### src/touch_cfg.svh
// constants for the touch threshold, click sounder and descriptor register block
`ifndef TOUCH_CFG_SVH
`define TOUCH_CFG_SVH

// register map
`define REG_THR_FIRST 8'h04
`define REG_THR_LAST 8'h0B
`define REG_CLICK_CFG 8'h07
`define REG_INFO 8'h14

// field layout and reset values
`define THR_MAX_CODE 6'h3F
`define THR_RESET 6'h0F
`define CFG_ON_BIT 0
`define CFG_PITCH_BIT 1
`define CFG_LEN_BIT 2
`define CFG_RESET 3'h0

// bus address of the device on the two-wire link
`define DEV_ADDR_DEFAULT 7'h2A

// descriptor text, terminator appended by hardware
`define DESC_TEXT "XV,PN:TS8,QUAL:ES,VER:1_0_0"
`define DESC_LEN 27

// timing: figures in their own units, then cycle counts
`define CLK_HZ 250000000
`define TONE_LOW_HZ 1000
`define TONE_HIGH_HZ 2000
`define CLICK_SHORT_MS 10
`define CLICK_LONG_MS 20
`define HALF_LOW_CYC (`CLK_HZ / (2 * `TONE_LOW_HZ))
`define HALF_HIGH_CYC (`CLK_HZ / (2 * `TONE_HIGH_HZ))
`define CLICK_SHORT_CYC (`CLK_HZ / 1000 * `CLICK_SHORT_MS)
`define CLICK_LONG_CYC (`CLK_HZ / 1000 * `CLICK_LONG_MS)

`endif

### src/touch_pkg.sv
// types shared by the touch register block
package touch_pkg;
  typedef enum logic [2:0] {
    ST_IDLE = 3'h0,
    ST_ADDR = 3'h1,
    ST_ACK_A = 3'h2,
    ST_WREG = 3'h3,
    ST_ACK_W = 3'h4,
    ST_RDATA = 3'h5,
    ST_RACK = 3'h6
  } link_state_t;
  typedef logic [5:0] thr_code_t;
endpackage : touch_pkg

### src/touch_threshold_sounder_info.sv
// two-wire slave register bank: thresholds, sounder config, descriptor
`timescale 1ns/10ps
`default_nettype none
`include "touch_cfg.svh"
module touch_threshold_sounder_info
  import touch_pkg::*;
#(
  parameter logic [6:0] DEV_ADDR = `DEV_ADDR_DEFAULT,
  parameter int unsigned HALF_LOW = `HALF_LOW_CYC,
  parameter int unsigned HALF_HIGH = `HALF_HIGH_CYC,
  parameter int unsigned CLICK_SHORT = `CLICK_SHORT_CYC,
  parameter int unsigned CLICK_LONG = `CLICK_LONG_CYC
) (
  input wire logic clk,
  input wire logic rst_b,
  input wire logic scl_in,
  input wire logic sda_in,
  output logic sda_out,
  output logic sda_oe,
  input wire logic pad_touch_new,
  output logic [55:0] threshold_level,
  output logic sounder_out
);
  localparam logic [8*`DESC_LEN-1:0] DESC = `DESC_TEXT;
  localparam logic [4:0] DESC_END = 5'(`DESC_LEN);

  link_state_t state_r;
  logic scl_q_r;
  logic sda_q_r;
  logic [2:0] bit_cnt_r;
  logic [7:0] shift_r;
  logic [7:0] tx_r;
  logic rw_r;
  logic ack_ph_r;
  logic mack_r;
  logic [7:0] ptr_r;
  logic ptr_set_r;
  logic [4:0] char_idx_r;
  thr_code_t thr_r [8];
  logic [2:0] cfg_r;
  logic start_ev;
  logic stop_ev;
  logic rise;
  logic fall;
  logic [7:0] rx_byte;
  logic wr_en;
  logic rd_done;
  logic [7:0] rd_byte;

  // descriptor character, zero from the terminator onward
  function automatic logic [7:0] desc_byte(input logic [4:0] idx);
    if (idx >= DESC_END) begin
      return 8'h00;
    end
    return DESC[(`DESC_LEN - 1 - int'(idx)) * 8 +: 8];
  endfunction : desc_byte

  // threshold slot test; the sounder register shadows slot 3
  function automatic logic is_thr(input logic [7:0] a);
    return (a >= `REG_THR_FIRST) && (a <= `REG_THR_LAST) && (a != `REG_CLICK_CFG);
  endfunction : is_thr

  function automatic thr_code_t clamp(input logic [7:0] d);
    return (d > {2'h0, `THR_MAX_CODE}) ? `THR_MAX_CODE : d[5:0];
  endfunction : clamp

  // read decode; unmapped addresses answer zero
  always_comb begin
    if (ptr_r == `REG_INFO) begin
      rd_byte = desc_byte(char_idx_r);
    end else if (ptr_r == `REG_CLICK_CFG) begin
      rd_byte = {5'h00, cfg_r};
    end else if (is_thr(ptr_r)) begin
      rd_byte = {2'h0, thr_r[3'(ptr_r - `REG_THR_FIRST)]};
    end else begin
      rd_byte = 8'h00;
    end
  end

  // line condition detection on synchronous inputs
  assign start_ev = scl_in && scl_q_r && sda_q_r && !sda_in;
  assign stop_ev = scl_in && scl_q_r && !sda_q_r && sda_in;
  assign rise = scl_in && !scl_q_r;
  assign fall = !scl_in && scl_q_r;
  assign rx_byte = {shift_r[6:0], sda_in};
  assign wr_en = (state_r == ST_WREG) && rise && (bit_cnt_r == 3'h7) && ptr_set_r;
  assign rd_done = (state_r == ST_RDATA) && rise && (bit_cnt_r == 3'h7);
  assign sda_out = 1'b0; // open drain: only ever pulls low

  always_ff @(posedge clk) begin
    if (!rst_b) begin
      scl_q_r <= 1'b1;
      sda_q_r <= 1'b1;
    end else begin
      scl_q_r <= scl_in;
      sda_q_r <= sda_in;
    end
  end

  // link state machine; sda only changes after scl falls
  always_ff @(posedge clk) begin
    if (!rst_b) begin
      state_r <= ST_IDLE;
      bit_cnt_r <= 3'h0;
      shift_r <= 8'h00;
      tx_r <= 8'h00;
      rw_r <= 1'b0;
      ack_ph_r <= 1'b0;
      mack_r <= 1'b0;
      sda_oe <= 1'b0;
    end else if (start_ev) begin
      state_r <= ST_ADDR;
      bit_cnt_r <= 3'h0;
      ack_ph_r <= 1'b0;
      mack_r <= 1'b0;
      sda_oe <= 1'b0;
    end else if (stop_ev) begin
      state_r <= ST_IDLE;
      sda_oe <= 1'b0;
    end else begin
      case (state_r)
        ST_ADDR, ST_WREG: begin
          if (rise) begin
            shift_r <= rx_byte;
            bit_cnt_r <= bit_cnt_r + 3'h1;
            if (bit_cnt_r == 3'h7 && state_r == ST_WREG) begin
              state_r <= ST_ACK_W;
            end else if (bit_cnt_r == 3'h7 && rx_byte[7:1] == DEV_ADDR) begin
              rw_r <= rx_byte[0];
              state_r <= ST_ACK_A;
            end else if (bit_cnt_r == 3'h7) begin
              state_r <= ST_IDLE; // not our address
            end
          end
        end
        ST_ACK_A, ST_ACK_W: begin
          if (fall && !ack_ph_r) begin
            ack_ph_r <= 1'b1;
            sda_oe <= 1'b1;
          end else if (fall && state_r == ST_ACK_A && rw_r) begin
            ack_ph_r <= 1'b0;
            state_r <= ST_RDATA;
            tx_r <= rd_byte;
            sda_oe <= ~rd_byte[7];
          end else if (fall) begin
            ack_ph_r <= 1'b0;
            state_r <= ST_WREG;
            sda_oe <= 1'b0;
          end
        end
        ST_RDATA: begin
          if (rise) begin
            bit_cnt_r <= bit_cnt_r + 3'h1;
            if (bit_cnt_r == 3'h7) begin
              state_r <= ST_RACK;
            end
          end else if (fall) begin
            tx_r <= {tx_r[6:0], 1'b0};
            sda_oe <= ~tx_r[6];
          end
        end
        ST_RACK: begin
          if (rise && !sda_in) begin
            mack_r <= 1'b1;
          end else if (rise) begin
            state_r <= ST_IDLE; // master nack ends the burst
          end else if (fall && mack_r) begin
            mack_r <= 1'b0;
            state_r <= ST_RDATA;
            tx_r <= rd_byte;
            sda_oe <= ~rd_byte[7];
          end else if (fall) begin
            sda_oe <= 1'b0;
          end
        end
        default: begin
          sda_oe <= 1'b0;
        end
      endcase
    end
  end

  // register pointer: first written byte, then auto-increment, except on reads of the descriptor address
  always_ff @(posedge clk) begin
    if (!rst_b) begin
      ptr_r <= 8'h00;
      ptr_set_r <= 1'b0;
    end else if (start_ev) begin
      ptr_set_r <= 1'b0;
    end else if ((state_r == ST_WREG) && rise && (bit_cnt_r == 3'h7) && !ptr_set_r) begin
      ptr_r <= rx_byte;
      ptr_set_r <= 1'b1;
    end else if (wr_en || (rd_done && ptr_r != `REG_INFO)) begin
      ptr_r <= ptr_r + 8'h01;
    end
  end

  always_ff @(posedge clk) begin
    if (!rst_b || start_ev) begin
      char_idx_r <= 5'h00;
    end else if (rd_done && ptr_r == `REG_INFO && char_idx_r < DESC_END) begin
      char_idx_r <= char_idx_r + 5'h01;
    end
  end

  // descriptor address has no write path
  always_ff @(posedge clk) begin
    for (int i = 0; i < 8; i++) begin
      if (!rst_b) begin
        thr_r[i] <= `THR_RESET;
      end else if (wr_en && is_thr(ptr_r) && 3'(ptr_r - `REG_THR_FIRST) == 3'(i)) begin
        thr_r[i] <= clamp(rx_byte);
      end
    end
  end

  always_ff @(posedge clk) begin
    if (!rst_b) begin
      cfg_r <= `CFG_RESET;
    end else if (wr_en && ptr_r == `REG_CLICK_CFG) begin
      cfg_r <= rx_byte[2:0];
    end
  end

  always_comb begin
    for (int i = 0; i < 8; i++) begin
      threshold_level[i*7 +: 7] = {1'b0, thr_r[i]} + 7'h01;
    end
  end

  click_sounder #(
    .HALF_LOW(HALF_LOW),
    .HALF_HIGH(HALF_HIGH),
    .CLICK_SHORT(CLICK_SHORT),
    .CLICK_LONG(CLICK_LONG)
  ) u_click (
    .clk(clk),
    .rst_b(rst_b),
    .click_output_on(cfg_r[`CFG_ON_BIT]),
    .tone_pitch_sel(cfg_r[`CFG_PITCH_BIT]),
    .click_length_sel(cfg_r[`CFG_LEN_BIT]),
    .pad_touch_new(pad_touch_new),
    .sounder_out(sounder_out)
  );
endmodule : touch_threshold_sounder_info
`default_nettype wire

### src/click_sounder.sv
// key-click tone generator for the piezo output
`timescale 1ns/10ps
`default_nettype none
`include "touch_cfg.svh"
module click_sounder #(
  parameter int unsigned HALF_LOW = `HALF_LOW_CYC,
  parameter int unsigned HALF_HIGH = `HALF_HIGH_CYC,
  parameter int unsigned CLICK_SHORT = `CLICK_SHORT_CYC,
  parameter int unsigned CLICK_LONG = `CLICK_LONG_CYC
) (
  input wire logic clk,
  input wire logic rst_b,
  input wire logic click_output_on,
  input wire logic tone_pitch_sel,
  input wire logic click_length_sel,
  input wire logic pad_touch_new,
  output logic sounder_out
);
  logic busy_r;
  logic [22:0] len_cnt_r;
  logic [22:0] tone_cnt_r;
  logic [22:0] len_end;
  logic [22:0] half_end;

  assign half_end = tone_pitch_sel ? 23'(HALF_HIGH - 1) : 23'(HALF_LOW - 1);
  assign len_end = click_length_sel ? 23'(CLICK_LONG - 1) : 23'(CLICK_SHORT - 1);

  // click burst timer
  // touches during a click are ignored, not queued
  always_ff @(posedge clk) begin
    if (!rst_b) begin
      busy_r <= 1'b0;
      len_cnt_r <= 23'h0;
    end else if (!click_output_on) begin
      busy_r <= 1'b0;
      len_cnt_r <= 23'h0;
    end else if (!busy_r) begin
      busy_r <= pad_touch_new;
      len_cnt_r <= 23'h0;
    end else if (len_cnt_r == len_end) begin
      busy_r <= 1'b0;
    end else begin
      len_cnt_r <= len_cnt_r + 23'h1;
    end
  end

  // square wave, held low and restarted at each click
  // no dependence on link state so clicks work with the bus idle
  always_ff @(posedge clk) begin
    if (!rst_b) begin
      tone_cnt_r <= 23'h0;
      sounder_out <= 1'b0;
    end else if (!busy_r || !click_output_on) begin
      tone_cnt_r <= 23'h0;
      sounder_out <= 1'b0; // piezo rests low between clicks
    end else if (tone_cnt_r == half_end) begin
      tone_cnt_r <= 23'h0;
      sounder_out <= ~sounder_out;
    end else begin
      tone_cnt_r <= tone_cnt_r + 23'h1;
    end
  end
endmodule : click_sounder
`default_nettype wire

### config.mk
export PLATFORM = sky130hd
export DESIGN_NAME = touch_threshold_sounder_info
export DESIGN_NICKNAME = d
export VERILOG_FILES = /design/src/touch_pkg.sv /design/src/touch_threshold_sounder_info.sv /design/src/click_sounder.sv
export VERILOG_INCLUDE_DIRS = /design/src
export SDC_FILE = /design/constraint.sdc
export NUM_CORES = 1
export LEC_CHECK = 0
export ABC_AREA = 1
export BUFFER_PORTS_ARGS = -buffer_cell sky130_fd_sc_hd__buf_2
export CAP_MARGIN = 15
export CORE_MARGIN = 2
export CORE_UTILIZATION = 61
export DETAILED_ROUTE_END_ITERATION = 7
export HOLD_SLACK_MARGIN = 0.08
export PLACE_DENSITY = 0.78
export SYNTH_ARGS = -nofsm -noshare
export SYNTH_HDL_FRONTEND = slang
export SYNTH_SLANG_ARGS = --single-unit
export TNS_END_PERCENT = 20
### constraint.sdc
create_clock -name clk -period 2.79 [get_ports clk]
set_input_delay 0.1395 -clock clk [delete_from_list [all_inputs] [get_ports clk]]
set_output_delay 0.1395 -clock clk [all_outputs]
set_load 0.03 [all_outputs]
==> impl_metrics.env <==
export IMPL_synthToLayoutAreaGrowth_pct=13.9
export IMPL_worst_skew_pair_late_latency_ps=430
export IMPL_drc=0
export IMPL_ys_flop_type="dfxtp_1"
export IMPL_clockBufferDepth=2
export IMPL_min_path_type="in2reg"
export IMPL_dr_pass1_iters=5
export IMPL_numCtsBuffers=17
export IMPL_mappedNetlistNets=1152
export IMPL_critPathSlowestCell="nor4_4"
export IMPL_setup_viol=0
export IMPL_r2r_end="char_idx_r[3]"
export IMPL_p_leak_nw=3.73
export IMPL_max_cap_viol_count=0
export IMPL_grt_ovfl_total=0
export IMPL_num_io_pins=64
export IMPL_critPathArrivalTime_ps=2620
export IMPL_viasPerCell=5.66
export IMPL_netlist_instances=1128
export IMPL_die_w_um=121
export IMPL_gp_congestion=0.913
export IMPL_drtAntennaViolNets=0
export IMPL_post_cts_resized=0
export IMPL_power_frac_comb=0.092
export IMPL_fmax_mhz=431
export IMPL_start_util=0.629
export IMPL_p_seq_frac=0.439
export IMPL_rows=42
export IMPL_rsz0062_at_grt="false"
export IMPL_netlist_area_um2=8390
export IMPL_switching_share=0.256
export IMPL_grt_max_degree=29
export IMPL_fp_coreArea_um2=13300
export IMPL_die_area_um2=14700
export IMPL_postRouteWirelength_um=20800
export IMPL_outcome="finished clean"
export IMPL_cp_max_fo=18
export IMPL_htree_levels=4
export IMPL_r2r_start="ptr_r[0]"
export IMPL_ir_worst_vdd_v=0.000715
export IMPL_internal_power_w=0.00373
export IMPL_yosysWarnings=0
export IMPL_setup_tns_ps=0
export IMPL_hold_end="u_click.busy_r"
export IMPL_antenna_cells=0
export IMPL_drv_slew=0
export IMPL_dp_cells=1355
export IMPL_hold_viol=0
export IMPL_hpwl_um=14800
export IMPL_track_usage=0.287
export IMPL_routed_via_count=7870
export IMPL_die_y_um=121
export IMPL_ys_ff_latch=139
export IMPL_async_flop_share=0
export IMPL_grt_pass1_vias=7000
export IMPL_cts_root_buf="clkbuf_16"
export IMPL_cp_required_ps=3090
export IMPL_netSwitchingPower_w=0.00128
export IMPL_reg2reg_depth=9
export IMPL_avgSynthCellArea_um2=7.44
export IMPL_grt_pass1_wl_um=33500
export IMPL_relSlewSlack=0.367
export IMPL_drtIter0Drc=706
export IMPL_synth_cell_type_count=53
export IMPL_cp_start_kind="flop"
export IMPL_worst_setup_path_end_kind="flop"
export IMPL_timing_final_crit_share=0.831
export IMPL_cts_tree="done"
export IMPL_crit_path_frequent_cell="inv_1"
export IMPL_setup_ws_ps=471
export IMPL_crit_type="reg2reg"
export IMPL_nets=1225
export IMPL_worstPathCellList="buf_4, inv_1, ha_1, inv_1, nor4_4, nand3_1, nor3_1, or2_2, a21oi_1"
export IMPL_regToRegSetupSlack_ps=470
export IMPL_worst_pin_slew_ps=946
export IMPL_hold_buffers=3
export IMPL_clkSlewWorstSetupHoldPaths_ps=60
export IMPL_power_density_nw_per_um2=525
export IMPL_synth_edf_count=48
export IMPL_hold_path_startpoint="rst_b"
export IMPL_finalCriticalPeriod_ps=2320
export IMPL_antenna_found_initial=0
export IMPL_min_path_cells=3
export IMPL_post_drt_wl_per_cell_um=15.0
export IMPL_pre_cts_slack_ps=560
export IMPL_post_cts_buffers=0
export IMPL_stdcell_count=1390
export IMPL_finClkSkew_ps=8.24
export IMPL_critPathMaxStageDelay_ps=430
export IMPL_p_clk_frac=0.468
export IMPL_clock_sinks=139
export IMPL_seq_area_frac_synth=0.389
export IMPL_portBuffers=62
export IMPL_layout_drive_gt1_share=0.147
stage by stage:
stage / utilization / hold WS, ps / cell area (µm²) / total power [W]
floorplan: - / 242 / 8390 / 0.00257
global placement: 0.667 / 379 / 8900 / 0.00269
detailed placement: 0.667 / 393 / 8900 / 0.00270
CTS: 0.716 / 88.9 / 9550 / 0.00503
global route: 0.716 / 131 / 9550 / 0.00516
finish: 0.716 / 90.2 / 9550 / 0.00502
worst max path at each step:
| stage | endpoint | start | slack, ps | cells after the start |
|---|---|---|---|---|
| final | char_idx_r[3] | ptr_r[0] | 470 | 9 |
| after global routing | char_idx_r[3] | ptr_r[0] | 290 | 9 |
| after CTS | char_idx_r[3] | ptr_r[0] | 510 | 9 |
| after detailed placement | thr_r[2][0] | ptr_r[1] | 560 | 10 |
| after global placement | thr_r[0][4] | ptr_r[1] | 620 | 10 |
| after floorplan | thr_r[0][0] | bit_cnt_r[0] | 570 | 10 |
flip-flops by register name, summed over array words and instances, names as in the netlist, 3 cells and up:
| name | flops |
|---|---|
| thr_r | 48 |
| u_click.len_cnt_r | 23 |
| u_click.tone_cnt_r | 23 |
| ptr_r | 8 |
| shift_r | 7 |
| tx_r | 7 |
| char_idx_r | 5 |
| bit_cnt_r | 3 |
| cfg_r | 3 |
| state_r | 3 |
routing by layer:
layer / share of wire / GRT usage / routed length [µm]
met2: 0.47 / 0.463 / 9700
met5: 0 / 0 / 0
met3: 0.070 / 0.0667 / 1460
met4: 0.019 / 0.0898 / 386
met1: 0.45 / 0.384 / 9260
worst max-delay path, delay by kind of cell (launching register included):
family,cells,cell delay (ps)
buffers and inverters,3,420
AOI/OAI and AO/OA,1,50
DFF,1,320
adders and majority gates,1,150
and+or+nand+nor,4,1250
Yosys cell counts (2+ instances only):
library cell,n,area share
a211oi_1,2,0.0018
a21oi_1,83,0.050
a31oi_1,5,0.0037
buf_2,11,0.0066
buf_4,4,0.0036
clkbuf_1,9,0.0040
clkinv_1,4,0.0018
dfxtp_1,91,0.22
edfxtp_1,48,0.17
ha_1,19,0.028
inv_1,124,0.055
inv_2,20,0.0089
nand2_1,240,0.11
nand2_2,6,0.0045
nand2_4,4,0.0054
nand3_1,83,0.050
nand3_2,6,0.0072
nand4_1,23,0.017
nor2_1,110,0.049
nor2_2,2,0.0015
nor2_4,8,0.011
nor3_1,22,0.013
nor3_2,6,0.0072
nor3_4,6,0.012
nor3b_1,11,0.0098
nor4_1,4,0.0030
nor4_4,2,0.0051
o211ai_1,6,0.0054
o21ai_0,82,0.049
o21ai_1,4,0.0024
o221ai_1,6,0.0063
o22ai_1,2,0.0015
o32ai_1,2,0.0021
or2_2,2,0.0015
xnor2_1,10,0.010
xor2_1,44,0.046
final cells by class:
| cell class | instances | area [µm²] |
|---|---|---|
| clock inverter | 11 | 131 |
| clock buffer | 21 | 493 |
| inverter | 149 | 561 |
| tap | 176 | 220 |
| sequential | 139 | 3260 |
| timing repair buffer | 80 | 453 |
| multi-input combinational | 814 | 4430 |
| fill | 1106 | 3790 |
cells by family (layout without fill, tap and decap cells):
family	Yosys count	after routing	synth area share
compound gates	198	198	0.129
other cells	1	1	0.000447
flops	139	139	0.389
xor+xnor	55	55	0.0583
buf+inv	175	261	0.0829
fa+ha+maj	19	19	0.0283
simple gates	541	541	0.312
power groups by stage:
stage                     clock [W]  combinational [W]  sequential [W]
final                       0.00235           0.000462         0.00220
after global routing        0.00244           0.000504         0.00221
after CTS                   0.00236           0.000459         0.00220
after detailed placement          0           0.000455         0.00225
after global placement            0           0.000449         0.00224
after floorplan                   0           0.000340         0.00223
cell usage in the layout (no fill, tap or decap), types with 11 or more instances in the layout:
cell / instances
nor3b_1: 11
nand4_1: 23
inv_1: 124
ha_1: 19
buf_2: 62
dfxtp_1: 91
nand2_1: 240
nand3_1: 83
o21ai_0: 82
buf_4: 15
clkbuf_16: 19
xor2_1: 44
nor3_1: 22
edfxtp_1: 48
a21oi_1: 83
inv_2: 20
nor2_1: 110
Note: power is estimated with default switching activity, not from simulation.
